$ cat src/verilog/dcbd_defs.vh
// Constants for the converter control byte decoder
`ifndef DCBD_DEFS_VH
`define DCBD_DEFS_VH
`define DCBD_OWN_ADDR_TOP 5'h13
`define DCBD_BCAST_ADDR 8'h90
`define DCBD_EXT3_BIT 7
`define DCBD_EXT2_BIT 6
`define DCBD_LOAD_HI_BIT 5
`define DCBD_LOAD_LO_BIT 4
`define DCBD_SEL_HI_BIT 2
`define DCBD_SEL_LO_BIT 1
`define DCBD_PD_BIT 0
`define DCBD_LOAD_TEMP 2'h0
`define DCBD_LOAD_ONE 2'h1
`define DCBD_LOAD_ALL 2'h2
`define DCBD_LOAD_BCAST 2'h3
`define DCBD_CMD_RESET 8'h00
`define DCBD_REG_RESET 14'h0000
`endif
$ cat src/verilog/dcbd_decoder.v
// I2C slave front end and control byte decoder of a quad 12-bit converter
// Functional notes
// - Acknowledge broadcast address regardless of address select pins, plus own address
// - Broadcast address valid for writes only; never answer a broadcast read
// - Broadcast transfers let several converters update or power down together
// - Control byte: ext addr 2 bits, load 2, ignored, select 2, power-down flag
// - Update only when ext address bits match pins, unless broadcast mode
// - Load mode 00 writes only the selected temporary register
// - Load mode 01 writes temporary and converter register of selected channel
// - Load mode 10 writes selected channel, loads others from temporary
// - Load mode 11 ignores address match and the low select bit, updates all
// - Mode 11 with select-high clear loads all converters from temporary registers
// - Mode 11 with select-high set loads new data or power-down to all
// - Power-down flag set makes upper byte top two bits a power-down code
// - Update happens at falling edge of acknowledge clock after lower byte
// - Control byte stays in force for further byte pairs in a transfer
// - Own address is 10011, two latched select pins, then read/write bit
`timescale 1ns/100ps
`default_nettype none
`include "dcbd_defs.vh"
module dcbd_decoder (
  // Clock and reset
  input wire clk,
  input wire nrst,
  // I2C pins, open drain data
  input wire sclIn,
  input wire sdaIn,
  output reg sdaOut,
  output reg sdaOe_n,
  // Address straps
  input wire addrSelectPinHi,
  input wire addrSelectPinLo,
  input wire extAddrPin3,
  input wire extAddrPin2,
  // Channel registers, power-down code in bits 13:12
  output reg [13:0] tempA,
  output reg [13:0] tempB,
  output reg [13:0] tempC,
  output reg [13:0] tempD,
  output reg [13:0] convA,
  output reg [13:0] convB,
  output reg [13:0] convC,
  output reg [13:0] convD,
  output reg updatePulse
);
  localparam ST_IDLE = 2'h0;
  localparam ST_ADDR = 2'h1;
  localparam ST_DATA = 2'h2;
  localparam ST_SKIP = 2'h3;
  // Byte slots within a write transfer
  localparam SLOT_CMD = 2'h0;
  localparam SLOT_UPPER = 2'h1;
  localparam SLOT_LOWER = 2'h2;

  reg [2:0] sclSync_ff;
  reg [2:0] sdaSync_ff;
  reg [3:0] strapSync_ff;
  reg [3:0] strapMeta_ff;
  reg [1:0] addrLatch_ff;
  reg strapDone_ff;
  reg [1:0] state_ff;
  reg [3:0] bitCnt_ff;
  reg [7:0] shift_ff;
  reg [1:0] byteIdx_ff;
  reg [7:0] command_byte_ff;
  reg [7:0] upperByte_ff;
  reg [7:0] lowerByte_ff;
  reg ackArm_ff;
  reg doUpdate_ff;
  reg [13:0] tempReg_ff [0:3];
  reg [13:0] convReg_ff [0:3];

  wire sclS = sclSync_ff[1];
  wire sdaS = sdaSync_ff[1];
  wire sclRise = sclSync_ff[1] & ~sclSync_ff[2];
  wire sclFall = ~sclSync_ff[1] & sclSync_ff[2];
  wire startCond = sclS & sclSync_ff[2] & ~sdaS & sdaSync_ff[2];
  wire stopCond = sclS & sclSync_ff[2] & sdaS & ~sdaSync_ff[2];
  wire [7:0] rxByte = {shift_ff[6:0], sdaS};
  wire [7:0] ownAddr = {`DCBD_OWN_ADDR_TOP, addrLatch_ff, 1'b0};
  // Own address write, or broadcast write; broadcast read never matches
  wire addrHit = (rxByte == ownAddr) || (rxByte == `DCBD_BCAST_ADDR);
  // Bit slots of the byte engine
  wire lastBit = (bitCnt_ff == 4'h7);
  wire ackSlot = (bitCnt_ff == 4'h8);

  // Straps synchronized every clock, reset or not; select pins latched only after reset release
  always @(posedge clk) begin
    strapMeta_ff <= {extAddrPin3, extAddrPin2, addrSelectPinHi, addrSelectPinLo};
    strapSync_ff <= strapMeta_ff;
    sclSync_ff <= {sclSync_ff[1:0], sclIn};
    sdaSync_ff <= {sdaSync_ff[1:0], sdaIn};
  end

  always @(posedge clk) begin
    if (!nrst) begin
      addrLatch_ff <= 2'h0;
      strapDone_ff <= 1'b0;
    end else if (!strapDone_ff) begin
      addrLatch_ff <= strapSync_ff[1:0];
      strapDone_ff <= 1'b1;
    end
  end

  // Byte engine: bitCnt 0..7 data bits, 8 is the acknowledge slot
  always @(posedge clk) begin
    if (!nrst) begin
      state_ff <= ST_IDLE;
      bitCnt_ff <= 4'h0;
      shift_ff <= 8'h00;
      byteIdx_ff <= 2'h0;
      command_byte_ff <= `DCBD_CMD_RESET;
      upperByte_ff <= 8'h00;
      lowerByte_ff <= 8'h00;
      ackArm_ff <= 1'b0;
      doUpdate_ff <= 1'b0;
      sdaOut <= 1'b1;
      sdaOe_n <= 1'b1;
    end else begin
      doUpdate_ff <= 1'b0;
      if (startCond) begin
        state_ff <= ST_ADDR;
        // First fall after a start ends the start, not a data bit
        bitCnt_ff <= 4'hf;
        ackArm_ff <= 1'b0;
        sdaOe_n <= 1'b1;
      end else if (stopCond) begin
        state_ff <= ST_IDLE;
        ackArm_ff <= 1'b0;
        sdaOe_n <= 1'b1;
      end else begin
        case (state_ff)
          ST_IDLE: begin
            bitCnt_ff <= 4'h0;
          end
          ST_ADDR, ST_DATA: begin
            if (sclRise && bitCnt_ff < 4'h8) begin
              shift_ff <= rxByte;
              if (lastBit) begin
                if (state_ff == ST_ADDR) begin
                  ackArm_ff <= addrHit;
                  byteIdx_ff <= SLOT_CMD;
                end else begin
                  ackArm_ff <= 1'b1;
                  case (byteIdx_ff)
                    SLOT_CMD: command_byte_ff <= rxByte;
                    SLOT_UPPER: upperByte_ff <= rxByte;
                    default: lowerByte_ff <= rxByte;
                  endcase
                end
              end
            end
            if (sclFall) begin
              if (lastBit) begin
                bitCnt_ff <= 4'h8;
                sdaOe_n <= ~ackArm_ff;
                sdaOut <= 1'b0;
              end else if (ackSlot) begin
                bitCnt_ff <= 4'h0;
                sdaOe_n <= 1'b1;
                if (!ackArm_ff) begin
                  state_ff <= ST_SKIP;
                end else if (state_ff == ST_ADDR) begin
                  state_ff <= ST_DATA;
                end else begin
                  // Command kept; further pairs alternate upper and lower
                  if (byteIdx_ff == SLOT_LOWER) begin
                    byteIdx_ff <= SLOT_UPPER;
                    doUpdate_ff <= 1'b1;
                  end else begin
                    byteIdx_ff <= byteIdx_ff + 2'h1;
                  end
                end
                ackArm_ff <= 1'b0;
              end else begin
                // Also wraps the post-start wait value to bit zero
                bitCnt_ff <= bitCnt_ff + 4'h1;
              end
            end
          end
          ST_SKIP: begin
            sdaOe_n <= 1'b1;
          end
          default: begin
            state_ff <= ST_IDLE;
          end
        endcase
      end
    end
  end

  // Decode of the stored command byte
  wire [1:0] loadMode = {command_byte_ff[`DCBD_LOAD_HI_BIT],
    command_byte_ff[`DCBD_LOAD_LO_BIT]};
  wire [1:0] chanSel = {command_byte_ff[`DCBD_SEL_HI_BIT],
    command_byte_ff[`DCBD_SEL_LO_BIT]};
  wire pdFlag = command_byte_ff[`DCBD_PD_BIT];
  wire extMatch = (command_byte_ff[`DCBD_EXT3_BIT] == strapSync_ff[3]) &&
    (command_byte_ff[`DCBD_EXT2_BIT] == strapSync_ff[2]);
  wire isBcast = (loadMode == `DCBD_LOAD_BCAST);
  wire updOk = extMatch || isBcast;
  // Power-down code replaces data when the flag is set
  wire [13:0] newWord = pdFlag ? {upperByte_ff[7:6], 12'h000} :
    {2'b00, upperByte_ff, lowerByte_ff[7:4]};
  // Update fires when the extended address test passes or in broadcast mode
  wire updFire = doUpdate_ff && updOk;

  // Channel select compare, shared by load modes 00, 01 and 10
  function selHit;
    input [1:0] sel;
    input [1:0] ch;
    begin
      selHit = (sel == ch);
    end
  endfunction

  // Per-channel enables of one update
  reg [3:0] tempWe;
  reg [3:0] convWe;
  reg [3:0] convCopy;
  integer j;
  always @* begin
    tempWe = 4'h0;
    convWe = 4'h0;
    convCopy = 4'h0;
    for (j = 0; j < 4; j = j + 1) begin
      case (loadMode)
        `DCBD_LOAD_TEMP: begin
          tempWe[j] = selHit(chanSel, j[1:0]);
        end
        `DCBD_LOAD_ONE: begin
          tempWe[j] = selHit(chanSel, j[1:0]);
          convWe[j] = selHit(chanSel, j[1:0]);
        end
        `DCBD_LOAD_ALL: begin
          tempWe[j] = selHit(chanSel, j[1:0]);
          convWe[j] = selHit(chanSel, j[1:0]);
          convCopy[j] = ~selHit(chanSel, j[1:0]);
        end
        default: begin
          // All channels, for synchronous multi-device updates; low select bit unused
          tempWe[j] = chanSel[1];
          convWe[j] = chanSel[1];
          convCopy[j] = ~chanSel[1];
        end
      endcase
    end
  end

  integer i;
  always @(posedge clk) begin
    if (!nrst) begin
      for (i = 0; i < 4; i = i + 1) begin
        tempReg_ff[i] <= `DCBD_REG_RESET;
        convReg_ff[i] <= `DCBD_REG_RESET;
      end
      updatePulse <= 1'b0;
    end else begin
      updatePulse <= updFire;
      if (updFire) begin
        for (i = 0; i < 4; i = i + 1) begin
          if (tempWe[i]) begin
            tempReg_ff[i] <= newWord;
          end
          // Copy takes the temporary word from before this edge
          if (convWe[i]) begin
            convReg_ff[i] <= newWord;
          end else if (convCopy[i]) begin
            convReg_ff[i] <= tempReg_ff[i];
          end
        end
      end
    end
  end

  // Ports mirror the arrays one clock late so each comes from a flip-flop
  always @(posedge clk) begin
    if (!nrst) begin
      tempA <= `DCBD_REG_RESET;
      tempB <= `DCBD_REG_RESET;
      tempC <= `DCBD_REG_RESET;
      tempD <= `DCBD_REG_RESET;
      convA <= `DCBD_REG_RESET;
      convB <= `DCBD_REG_RESET;
      convC <= `DCBD_REG_RESET;
      convD <= `DCBD_REG_RESET;
    end else begin
      tempA <= tempReg_ff[0];
      tempB <= tempReg_ff[1];
      tempC <= tempReg_ff[2];
      tempD <= tempReg_ff[3];
      convA <= convReg_ff[0];
      convB <= convReg_ff[1];
      convC <= convReg_ff[2];
      convD <= convReg_ff[3];
    end
  end
endmodule
`default_nettype wire

$ cat config.mk
export PLATFORM = sky130hd
export DESIGN_NAME = dcbd_decoder
export DESIGN_NICKNAME = d
export VERILOG_FILES = /design/src/verilog/dcbd_decoder.v
export VERILOG_INCLUDE_DIRS = /design/src /design/src/verilog
export SDC_FILE = /design/constraint.sdc
export NUM_CORES = 1
export LEC_CHECK = 0
export BUFFER_PORTS_ARGS = -buffer_cell sky130_fd_sc_hd__buf_2
export CORE_ASPECT_RATIO = 0.75
export CORE_UTILIZATION = 45
export CTS_CLUSTER_DIAMETER = 50
export DETAILED_ROUTE_END_ITERATION = 10
export PLACE_DENSITY_LB_ADDON = 0.05
export SKIP_CTS_REPAIR_TIMING = 1
export SLEW_MARGIN = 20
export SYNTH_ARGS = -nofsm -noshare
export SYNTH_HDL_FRONTEND = slang
export SYNTH_SLANG_ARGS = --single-unit
$ cat constraint.sdc
create_clock -name clk -period 3 [get_ports clk]
set_input_delay 0.6 -clock clk [delete_from_list [all_inputs] [get_ports clk]]
set_output_delay 0.6 -clock clk [all_outputs]
set_load 0.005 [all_outputs]
==> results of run 1 <==
==> final cells by class <==
class,instances,area [um^2]
Clock inverter,15,205.2
Timing Repair Buffer,138,733.2
Clock buffer,37,807.0
Fill cell,1933,10080
Tap cell,294,367.9
Multi-Input combinational cell,521,3203
Inverter,12,45.04
Sequential cell,280,6726
==> worst max path at each step <==
stage,start,end,slack (ns),depth (start not counted)
2_1_floorplan,command_byte_ff[4]$_SDFFE_PN0P_,tempReg_ff[2][0]$_SDFFCE_PN0P_,0.28,7
3_3_place_gp,command_byte_ff[4]$_SDFFE_PN0P_,convReg_ff[2][5]$_SDFFCE_PN0P_,0.44,6
3_5_place_dp,command_byte_ff[4]$_SDFFE_PN0P_,convReg_ff[2][9]$_SDFFCE_PN0P_,0.35,6
4_1_cts,command_byte_ff[4]$_SDFFE_PN0P_,convReg_ff[2][11]$_SDFFCE_PN0P_,0.36,6
5_1_grt,command_byte_ff[4]$_SDFFE_PN0P_,convReg_ff[2][11]$_SDFFCE_PN0P_,0.19,6
6_report,command_byte_ff[4]$_SDFFE_PN0P_,convReg_ff[2][11]$_SDFFCE_PN0P_,0.36,6
==> through the flow <==
step,std cells,area (um^2)
4_1_cts,1297,12080
3_3_place_gp,1245,11070
2_1_floorplan,868,10210
5_1_grt,1297,12090
3_5_place_dp,1245,11070
6_report,1297,12090
==> power groups by stage <==
stage	registers, mW	logic (mW)	clock network, mW
detailed placement	4.25	0.290	0
CTS	4.16	0.292	3.78
global route	4.18	0.320	3.96
floorplan	4.23	0.166	0
global placement	4.24	0.288	0
finish	4.16	0.286	3.71
==> critical path, cell delays in order (launching register included) <==
cell and delay [ns]:
dfxtp_1 0.35, inv_1 0.05, ha_1 0.27, or2_2 0.43
nand2_1 0.10, and4bb_2 0.36, nand3b_1 0.63
==> synth_stat cells (all sizes together), types with 4 or more instances <==
master	number	share of area (%)
nand3	44	2.2
clkbuf	38	1.4
nand3b	4	0.33
nor2b	29	1.8
nor2	63	2.3
a21o	6	0.44
o2bb2ai	15	1.3
buf	17	0.99
a21oi	34	1.7
ha	7	0.86
and2	116	7.1
dfxtp	168	33
nand2b	18	1.1
inv	12	0.44
o21ai	39	1.9
nand2	38	1.4
and3	4	0.24
mux2i	31	3.0
edfxtp	112	33
o2111ai	8	0.69
o22ai	15	0.92
==> registers in the layout, indices dropped and copies added, names as in the netlist, 3 cells and up <==
name and cells:
convReg_ff 56, tempReg_ff 56, convA 14, convB 14
convC 14, convD 14, tempA 14, tempB 14
tempC 14, tempD 14, upperByte_ff 8, command_byte_ff 7
shift_ff 7, bitCnt_ff 4, lowerByte_ff 4, strapMeta_ff 4
strapSync_ff 4, sclSync_ff 3, sdaSync_ff 3
==> cells by family (layout without fill, tap and decap cells) <==
logic type	count (synthesis)	in the layout	share of synthesized area, %
buffers and inverters	67	202	2.830
adders and majority gates	7	7	0.8576
muxes	31	31	3.038
and+or+nand+nor	343	343	18.55
DFF	280	280	65.87
xor gates and xnor gates	5	5	0.4289
AOI/OAI and AO/OA	135	135	8.429
==> layer usage <==
layer  up-vias  share of wire [%]  routed length, um
li1       3253                  -                  -
met1      3200                 49              11120
met2       204                 42               9588
met3        43                7.3               1674
met4         0                2.0                458
met5         -                  0                  0
==> flow_summary.yaml, run 1 <==
sta:
  worstMarginPinSlew_ns: 0.9827
  finalSetupViolations: 0
  hold_slack_ns: 0.1672
  max-slew-margin-rel_pct: 34.42
  slew_viol_final: 0
  clock-skew-final_ns: 0.01521
  tns_ns: 0
  period_share_pct: 88.04
  rsz0062_at_grt: "false"
  worst_slack_ns: 0.3587
  hold_viol_final: 0
  timing.fmax_mhz: 378.6
  period_minus_slack_ns: 2.641
clock_network:
  cts_tree: "done"
  clockBufferDepth: 3
  h-tree-depth: 1
  clockRootBuffer: "clkbuf_16"
  cts_num_sinks: 280
  clkLatencyLatePin_ns: 0.54
  cts_made_buffers: 28
  clk_pin_slew_ns: 0.06
power_and_ir_drop:
  peakVddDrop_v: 0.0004794
  switching_share_pct: 20.54
  power.switching_mw: 1.676
  power_density_mw_per_mm2: 674.8
  clkPwrFrac_pct: 45.5
  power.internal_mw: 6.482
  p_total_mw: 8.157
  p_leak_nw: 4.754
  comb_power_share_pct: 3.5
  p_seq_share_pct: 51.0
place:
  pre_cts_ws_ns: 0.3504
  place_hpwl_um: 15790
  gp_congestion: 0.8205
  io_buffer_count: 122
global_route:
  antenna_found_initial: 0
  grt_pass1_vias: 6493
  grt_max_degree: 84
  use_met2_pct: 28.39
  grtUsageMet1_pct: 29.27
  grt_overflow: 0
  groute.layer.met3.usage_pct: 4.655
  busiest_layer: "met1"
  grt_first_pass_wirelength_um: 35730
  track_usage_pct: 19.53
worst_setup_path:
  worst_setup_path_end_kind: "flip-flop"
  critPathMaxFanout: 15
  rrSetupSlack_ns: 0.36
  r2r-end: "convReg_ff[2][11]$_SDFFCE_PN0P_"
  critPathLaunchType: "flip-flop"
  rr_worst_depth: 6
  arrival_ns: 2.73
  crit_required_ns: 3.09
  criticalPathCategory: "reg -> reg"
  r2r_start: "command_byte_ff[4]$_SDFFE_PN0P_"
routing:
  routedWlPerCell_um: 17.61
  totalWireLength_um: 22840
  vias: 6700
  viasPerCell: 5.166
  drt_iter0_markers: 436
  drt_pass1_iterations: 5
  drc: 0
  drtAntennaViolNets: 0
hold_path:
  hp-class: "in -> reg"
  hp-start: "sclIn"
  min_to: "sclSync_ff[0]$_DFF_P_"
  hold_depth: 1
yosys:
  syn_inst: 868
  synth_nets: 883
  syn-cell-area_mm2: 0.01021
  ys_types: 54
  syn_area_per_cell_um2: 11.77
  synth_seq_area_share_pct: 65.87
  synth_top_flop_cell: "dfxtp_1"
  async_flop_share_pct: 0
  ys_ff_latch: 280
  synth_edf_count: 112
  ys_warn_count: 0
floorplanning:
  initial_utilization_pct: 46.06
  die_w_um: 176.0
  die_h_um: 132.5
  ios: 123
  fp.dieArea_mm2: 0.02331
  num_rows: 47
  core_mm2: 0.02217
job:
  maxCapViolations: 0
layout:
  layout_common_cells: "dfxtp_1 (168), buf_2 (121), and2_1 (116)"
  area.growth.synth_to_final_pct: 18.37
  drive_gt1_share_pct: 19.74
  layout.nets: 996
  diodes: 0
  final_common_cell: "dfxtp_1"
  post-route-util_pct: 54.52
status:
  status: "finished, final reports clean"
Power figures use the tool's default switching activity.
==> run 2, diff against run 1 <==
--- a/config.mk
+++ b/config.mk
@@ -7,9 +7,9 @@
 export NUM_CORES = 1
 export LEC_CHECK = 0
 export BUFFER_PORTS_ARGS = -buffer_cell sky130_fd_sc_hd__buf_2
-export CORE_ASPECT_RATIO = 0.75
+export CORE_ASPECT_RATIO = 0.8
 export CORE_UTILIZATION = 45
-export CTS_CLUSTER_DIAMETER = 50
+export CTS_CLUSTER_DIAMETER = 120
 export DETAILED_ROUTE_END_ITERATION = 10
 export PLACE_DENSITY_LB_ADDON = 0.05
 export SKIP_CTS_REPAIR_TIMING = 1
==> constraint.sdc (replaced) <==
create_clock -name clk -period 3.2 [get_ports clk]
set_input_delay 0.64 -clock clk [delete_from_list [all_inputs] [get_ports clk]]
set_output_delay 0.64 -clock clk [all_outputs]
set_load 0.005 [all_outputs]
==> flow_summary.yaml, run 2 (synthesis gave the netlist of run 1 again) <==
layout:
  layout.nets: 1000
  multiInputGateArea_mm2: 0.003209
  biggestRegsByFlops: "convReg_ff (56), tempReg_ff (56)"
  area.growth.synth_to_final_pct: 18.16
  seq_area_mm2: 0.006726
  layout_common_cells: "dfxtp_1 (168), buf_2 (121), and2_1 (116)"
  diodes: 0
  drive_gt1_share_pct: 19.76
  fillers: 1914
  final_common_cell: "dfxtp_1"
power_and_ir_drop:
  power.internal_mw: 5.903
  p_seq_share_pct: 52.2
  power_density_mw_per_mm2: 619.4
  p_leak_nw: 4.744
  comb_power_share_pct: 3.6
  switching_share_pct: 21.02
  power.switching_mw: 1.571
  peakVddDrop_v: 0.0004031
  clkPwrFrac_pct: 44.2
sta:
  worstMarginPinSlew_ns: 0.8934
  hold_slack_ns: 0.1952
  period_share_pct: 80.33
  max-slew-margin-rel_pct: 40.38
  timing.fmax_mhz: 389.0
  slew_viol_final: 0
  finalSetupViolations: 0
  rsz0062_at_grt: "false"
  clock-skew-final_ns: 0.01816
  hold_viol_final: 0
  tns_ns: 0
  period_minus_slack_ns: 2.571
clock_network:
  cts_made_buffers: 28
  cts_tree: "done"
  cts_num_sinks: 280
  h-tree-depth: 1
  clockRootBuffer: "clkbuf_16"
  clockBufferDepth: 3
  clk_pin_slew_ns: 0.06
  clkLatencyLatePin_ns: 0.55
global_route:
  grt_first_pass_wirelength_um: 35470
  antenna_found_initial: 0
  grt_overflow: 0
  grt_pass1_vias: 6299
  track_usage_pct: 19.75
  grt_max_degree: 79
job:
  maxCapViolations: 0
worst_setup_path:
  criticalPathCategory: "reg -> reg"
  critPathLaunch: "command_byte_ff[5]$_SDFFE_PN0P_"
  critPathMaxFanout: 22
  worst_setup_path_end_kind: "flip-flop"
  crit_required_ns: 3.57
  r2r_start: "command_byte_ff[5]$_SDFFE_PN0P_"
  arrival_ns: 2.94
  critPathLaunchType: "flip-flop"
floorplanning:
  core_mm2: 0.02192
  ios: 123
  num_rows: 48
  fp.dieArea_mm2: 0.02330
  die_h_um: 136.7
  die_w_um: 170.4
  initial_utilization_pct: 46.59
routing:
  drtAntennaViolNets: 0
  totalWireLength_um: 22490
  drc: 0
  drt_pass1_iterations: 4
  vias: 6638
  drt_iter0_markers: 510
  viasPerCell: 5.079
  routedWlPerCell_um: 17.21
hold_path:
  hp-class: "in -> reg"
  hp-start: "addrSelectPinLo"
place:
  place_hpwl_um: 15530
  io_buffer_count: 122
  gp_congestion: 0.8069
status:
  status: "finished, final reports clean"
[run 2: cell types whose count changed in the layout (fill, tap and decap cells not counted), sizes merged]
| cell | delta |
|---|---|
| clkinvlp | -1 |
| buf | +4 |
| bufinv | -3 |
| clkbuf | +6 |
| inv | -2 |
[run 2: critical path, stage by stage, from the launching register on]
cell and delay [ns]:
dfxtp_1 0.36, ha_1 0.48, a21o_1 0.38, buf_4 0.33
nand4b_1 0.56, nor2_1 0.29
[run 2: power groups by stage]
stage	clock [mW]	sequential [mW]	combinational [mW]
detailed placement	0	3.98	0.273
global placement	0	3.98	0.272
floorplan	0	3.97	0.156
CTS	3.36	3.90	0.274
global route	3.51	3.92	0.305
finish	3.30	3.90	0.271
[run 2: per-stage QoR]
step                      instances  total power [mW]  instance area (um^2)  util (%)  setup WS, ns
after CTS                      1307             7.543                 12060     55.02        0.6367
after global routing           1307             7.728                 12070     55.05        0.4102
after global placement         1255             4.253                 11110     50.67        0.7265
after floorplan                 868             4.124                 10210         -        0.4771
final                          1307             7.474                 12070     55.05        0.6293
after detailed placement       1255             4.255                 11110     50.70        0.6607
[run 2: layer usage]
metal | wire length [um] | part of all wire [%] | vias to the layer above | GRT usage (%)
met1 | 11040 | 49 | 3120 | 29.48
met5 | 0 | 0 | - | 0
met4 | 558 | 2.5 | 0 | 5.656
met3 | 1433 | 6.4 | 40 | 3.962
li1 | - | - | 3264 | -
met2 | 9460 | 42 | 214 | 28.89
[run 2: path summary, 6_finish.rpt]
path | endpoint | slack [ns] | depth (start not counted)
max | tempReg_ff[1][1]$_SDFFCE_PN0P_ | 0.63 | 5
min | strapMeta_ff[0]$_DFF_P_ | 0.20 | 1
max reg2reg | tempReg_ff[1][1]$_SDFFCE_PN0P_ | 0.63 | 5
min reg2reg | sclSync_ff[1]$_DFF_P_ | 0.32 | 0
[run 2: final cells by class]
cell class                      instances  share of cell area (%)
Multi-Input combinational cell        521                   26.60
Clock buffer                           43                   7.134
Timing Repair Buffer                  142                   6.325
Inverter                               12                  0.3733
Clock inverter                          9                  0.7155
Sequential cell                       280                   55.74
Tap cell                              300                   3.111
==> run 3, diff against run 2 <==
==> constraint.sdc (replaced) <==
create_clock -name clk -period 2.7 [get_ports clk]
set_input_delay 0.54 -clock clk [delete_from_list [all_inputs] [get_ports clk]]
set_output_delay 0.54 -clock clk [all_outputs]
set_load 0.005 [all_outputs]
==> flow_summary.yaml, run 3 (synthesis gave the netlist of run 1 again) <==
sta:
  hold_viol_final: 0
  rsz0062_at_grt: "false"
  finalSetupViolations: 0
  max-slew-margin-rel_pct: 38.80
  timing.fmax_mhz: 440.4
  period_share_pct: 84.10
  worstMarginPinSlew_ns: 0.9171
  tns_ns: 0
  slew_viol_final: 0
  period_minus_slack_ns: 2.271
  clock-skew-final_ns: 0.01490
  hold_slack_ns: 0.1072
  worst_slack_ns: 0.4292
place:
  dp.cells: 1266
  placed_cell_area_mm2: 0.01120
  pre_cts_ws_ns: 0.4262
  place_hpwl_um: 15440
  gp_congestion: 0.8376
  io_buffer_count: 122
global_route:
  track_usage_pct: 19.45
  grt_first_pass_wirelength_um: 35150
  grt_max_degree: 129
  antenna_found_initial: 0
  grt_pass1_vias: 6272
  grt_overflow: 0
worst_setup_path:
  criticalPathCategory: "reg -> reg"
  critPathLaunchType: "flip-flop"
  critPathMaxFanout: 9
  arrival_ns: 2.73
  crit_required_ns: 3.16
  worst_setup_path_end_kind: "flip-flop"
layout:
  post-route-util_pct: 55.51
  area.growth.synth_to_final_pct: 19.16
  fin_cells: 1318
  final_common_cell: "dfxtp_1"
  diodes: 0
  layout.nets: 1011
  layout_common_cells: "dfxtp_1 (168), buf_2 (121), and2_1 (116)"
  fin_area_mm2: 0.01217
  biggestRegsByFlops: "convReg_ff (56), tempReg_ff (56)"
  drive_gt1_share_pct: 20.73
routing:
  viasPerCell: 5.077
  drt_iter0_markers: 482
  drc: 0
  routedWlPerCell_um: 17.14
  drtAntennaViolNets: 0
  drt_pass1_iterations: 5
  vias: 6692
  totalWireLength_um: 22590
power_and_ir_drop:
  power_density_mw_per_mm2: 730.7
  p_seq_share_pct: 52.0
  comb_power_share_pct: 3.7
  power.internal_mw: 7.040
  peakVddDrop_v: 0.0006190
  p_total_mw: 8.892
  switching_share_pct: 20.83
  power.switching_mw: 1.852
  clkPwrFrac_pct: 44.3
  p_leak_nw: 4.812
hold_path:
  hp-class: "in -> reg"
status:
  status: "finished, final reports clean"
floorplanning:
  fp.dieArea_mm2: 0.02330
  initial_utilization_pct: 46.59
  die_w_um: 170.4
  ios: 123
  core_mm2: 0.02192
  die_h_um: 136.7
  num_rows: 48
clock_network:
  clockRootBuffer: "clkbuf_16"
  h-tree-depth: 1
  clk_pin_slew_ns: 0.06
  cts_num_sinks: 280
  clkLatencyLatePin_ns: 0.54
  cts_tree: "done"
  cts_made_buffers: 28
  clockBufferDepth: 3
job:
  maxCapViolations: 0
## run 3: changes by cell type in the layout (fill, tap and decap cells not counted), moves of 2 or more
cell,before,now
o2111ai_2,2,0
clkbuf_8,4,6
buf_4,21,31
clkinv_2,5,7
clkbuf_1,8,4
o2111ai_1,6,8
## run 3: cell type report
| class | count | area, um^2 |
|---|---|---|
| clock buffers | 41 | 873.3 |
| clock inverters | 11 | 93.84 |
| fillers | 1894 | 9752 |
| inverters | 12 | 45.04 |
| multi-input cells | 521 | 3197 |
| flip-flops and latches | 280 | 6726 |
| well taps | 300 | 375.4 |
| repair buffers | 153 | 858.3 |
## run 3: worst paths after layout
path / startpoint / endpoint / slack [ns] / cells after the start
worst min-delay path: addrSelectPinLo / strapMeta_ff[0]$_DFF_P_ / 0.11 / 1
worst max register to register: state_ff[0]$_SDFFE_PN0P_ / byteIdx_ff[1]$_SDFFE_PN0P_ / 0.43 / 6
worst min register to register: sclSync_ff[0]$_DFF_P_ / sclSync_ff[1]$_DFF_P_ / 0.33 / 0
worst max-delay path: state_ff[0]$_SDFFE_PN0P_ / byteIdx_ff[1]$_SDFFE_PN0P_ / 0.43 / 6
## run 3: power by group through the flow
stage | clock network (mW) | registers [mW] | logic, mW
after floorplan | 0 | 4.70 | 0.185
after detailed placement | 0 | 4.72 | 0.330
final | 3.94 | 4.62 | 0.325
after global placement | 0 | 4.72 | 0.329
after CTS | 4.01 | 4.63 | 0.331
after global routing | 4.19 | 4.64 | 0.365
## run 3: metal layers
layer	vias up	track usage [%]	part of all wire [%]
met1	3162	29.10	49
met5	-	0	0
met2	213	29.01	43
met3	27	3.644	6.1
li1	3290	-	-
met4	0	4.555	1.8
## run 3: critical path: stages, from the launching register on
cell and delay, ns:
dfxtp_1 0.38, inv_1 0.06, ha_1 0.45, nand3b_1 0.25, or3_4 0.47, or3b_2 0.44, a21boi_0 0.16
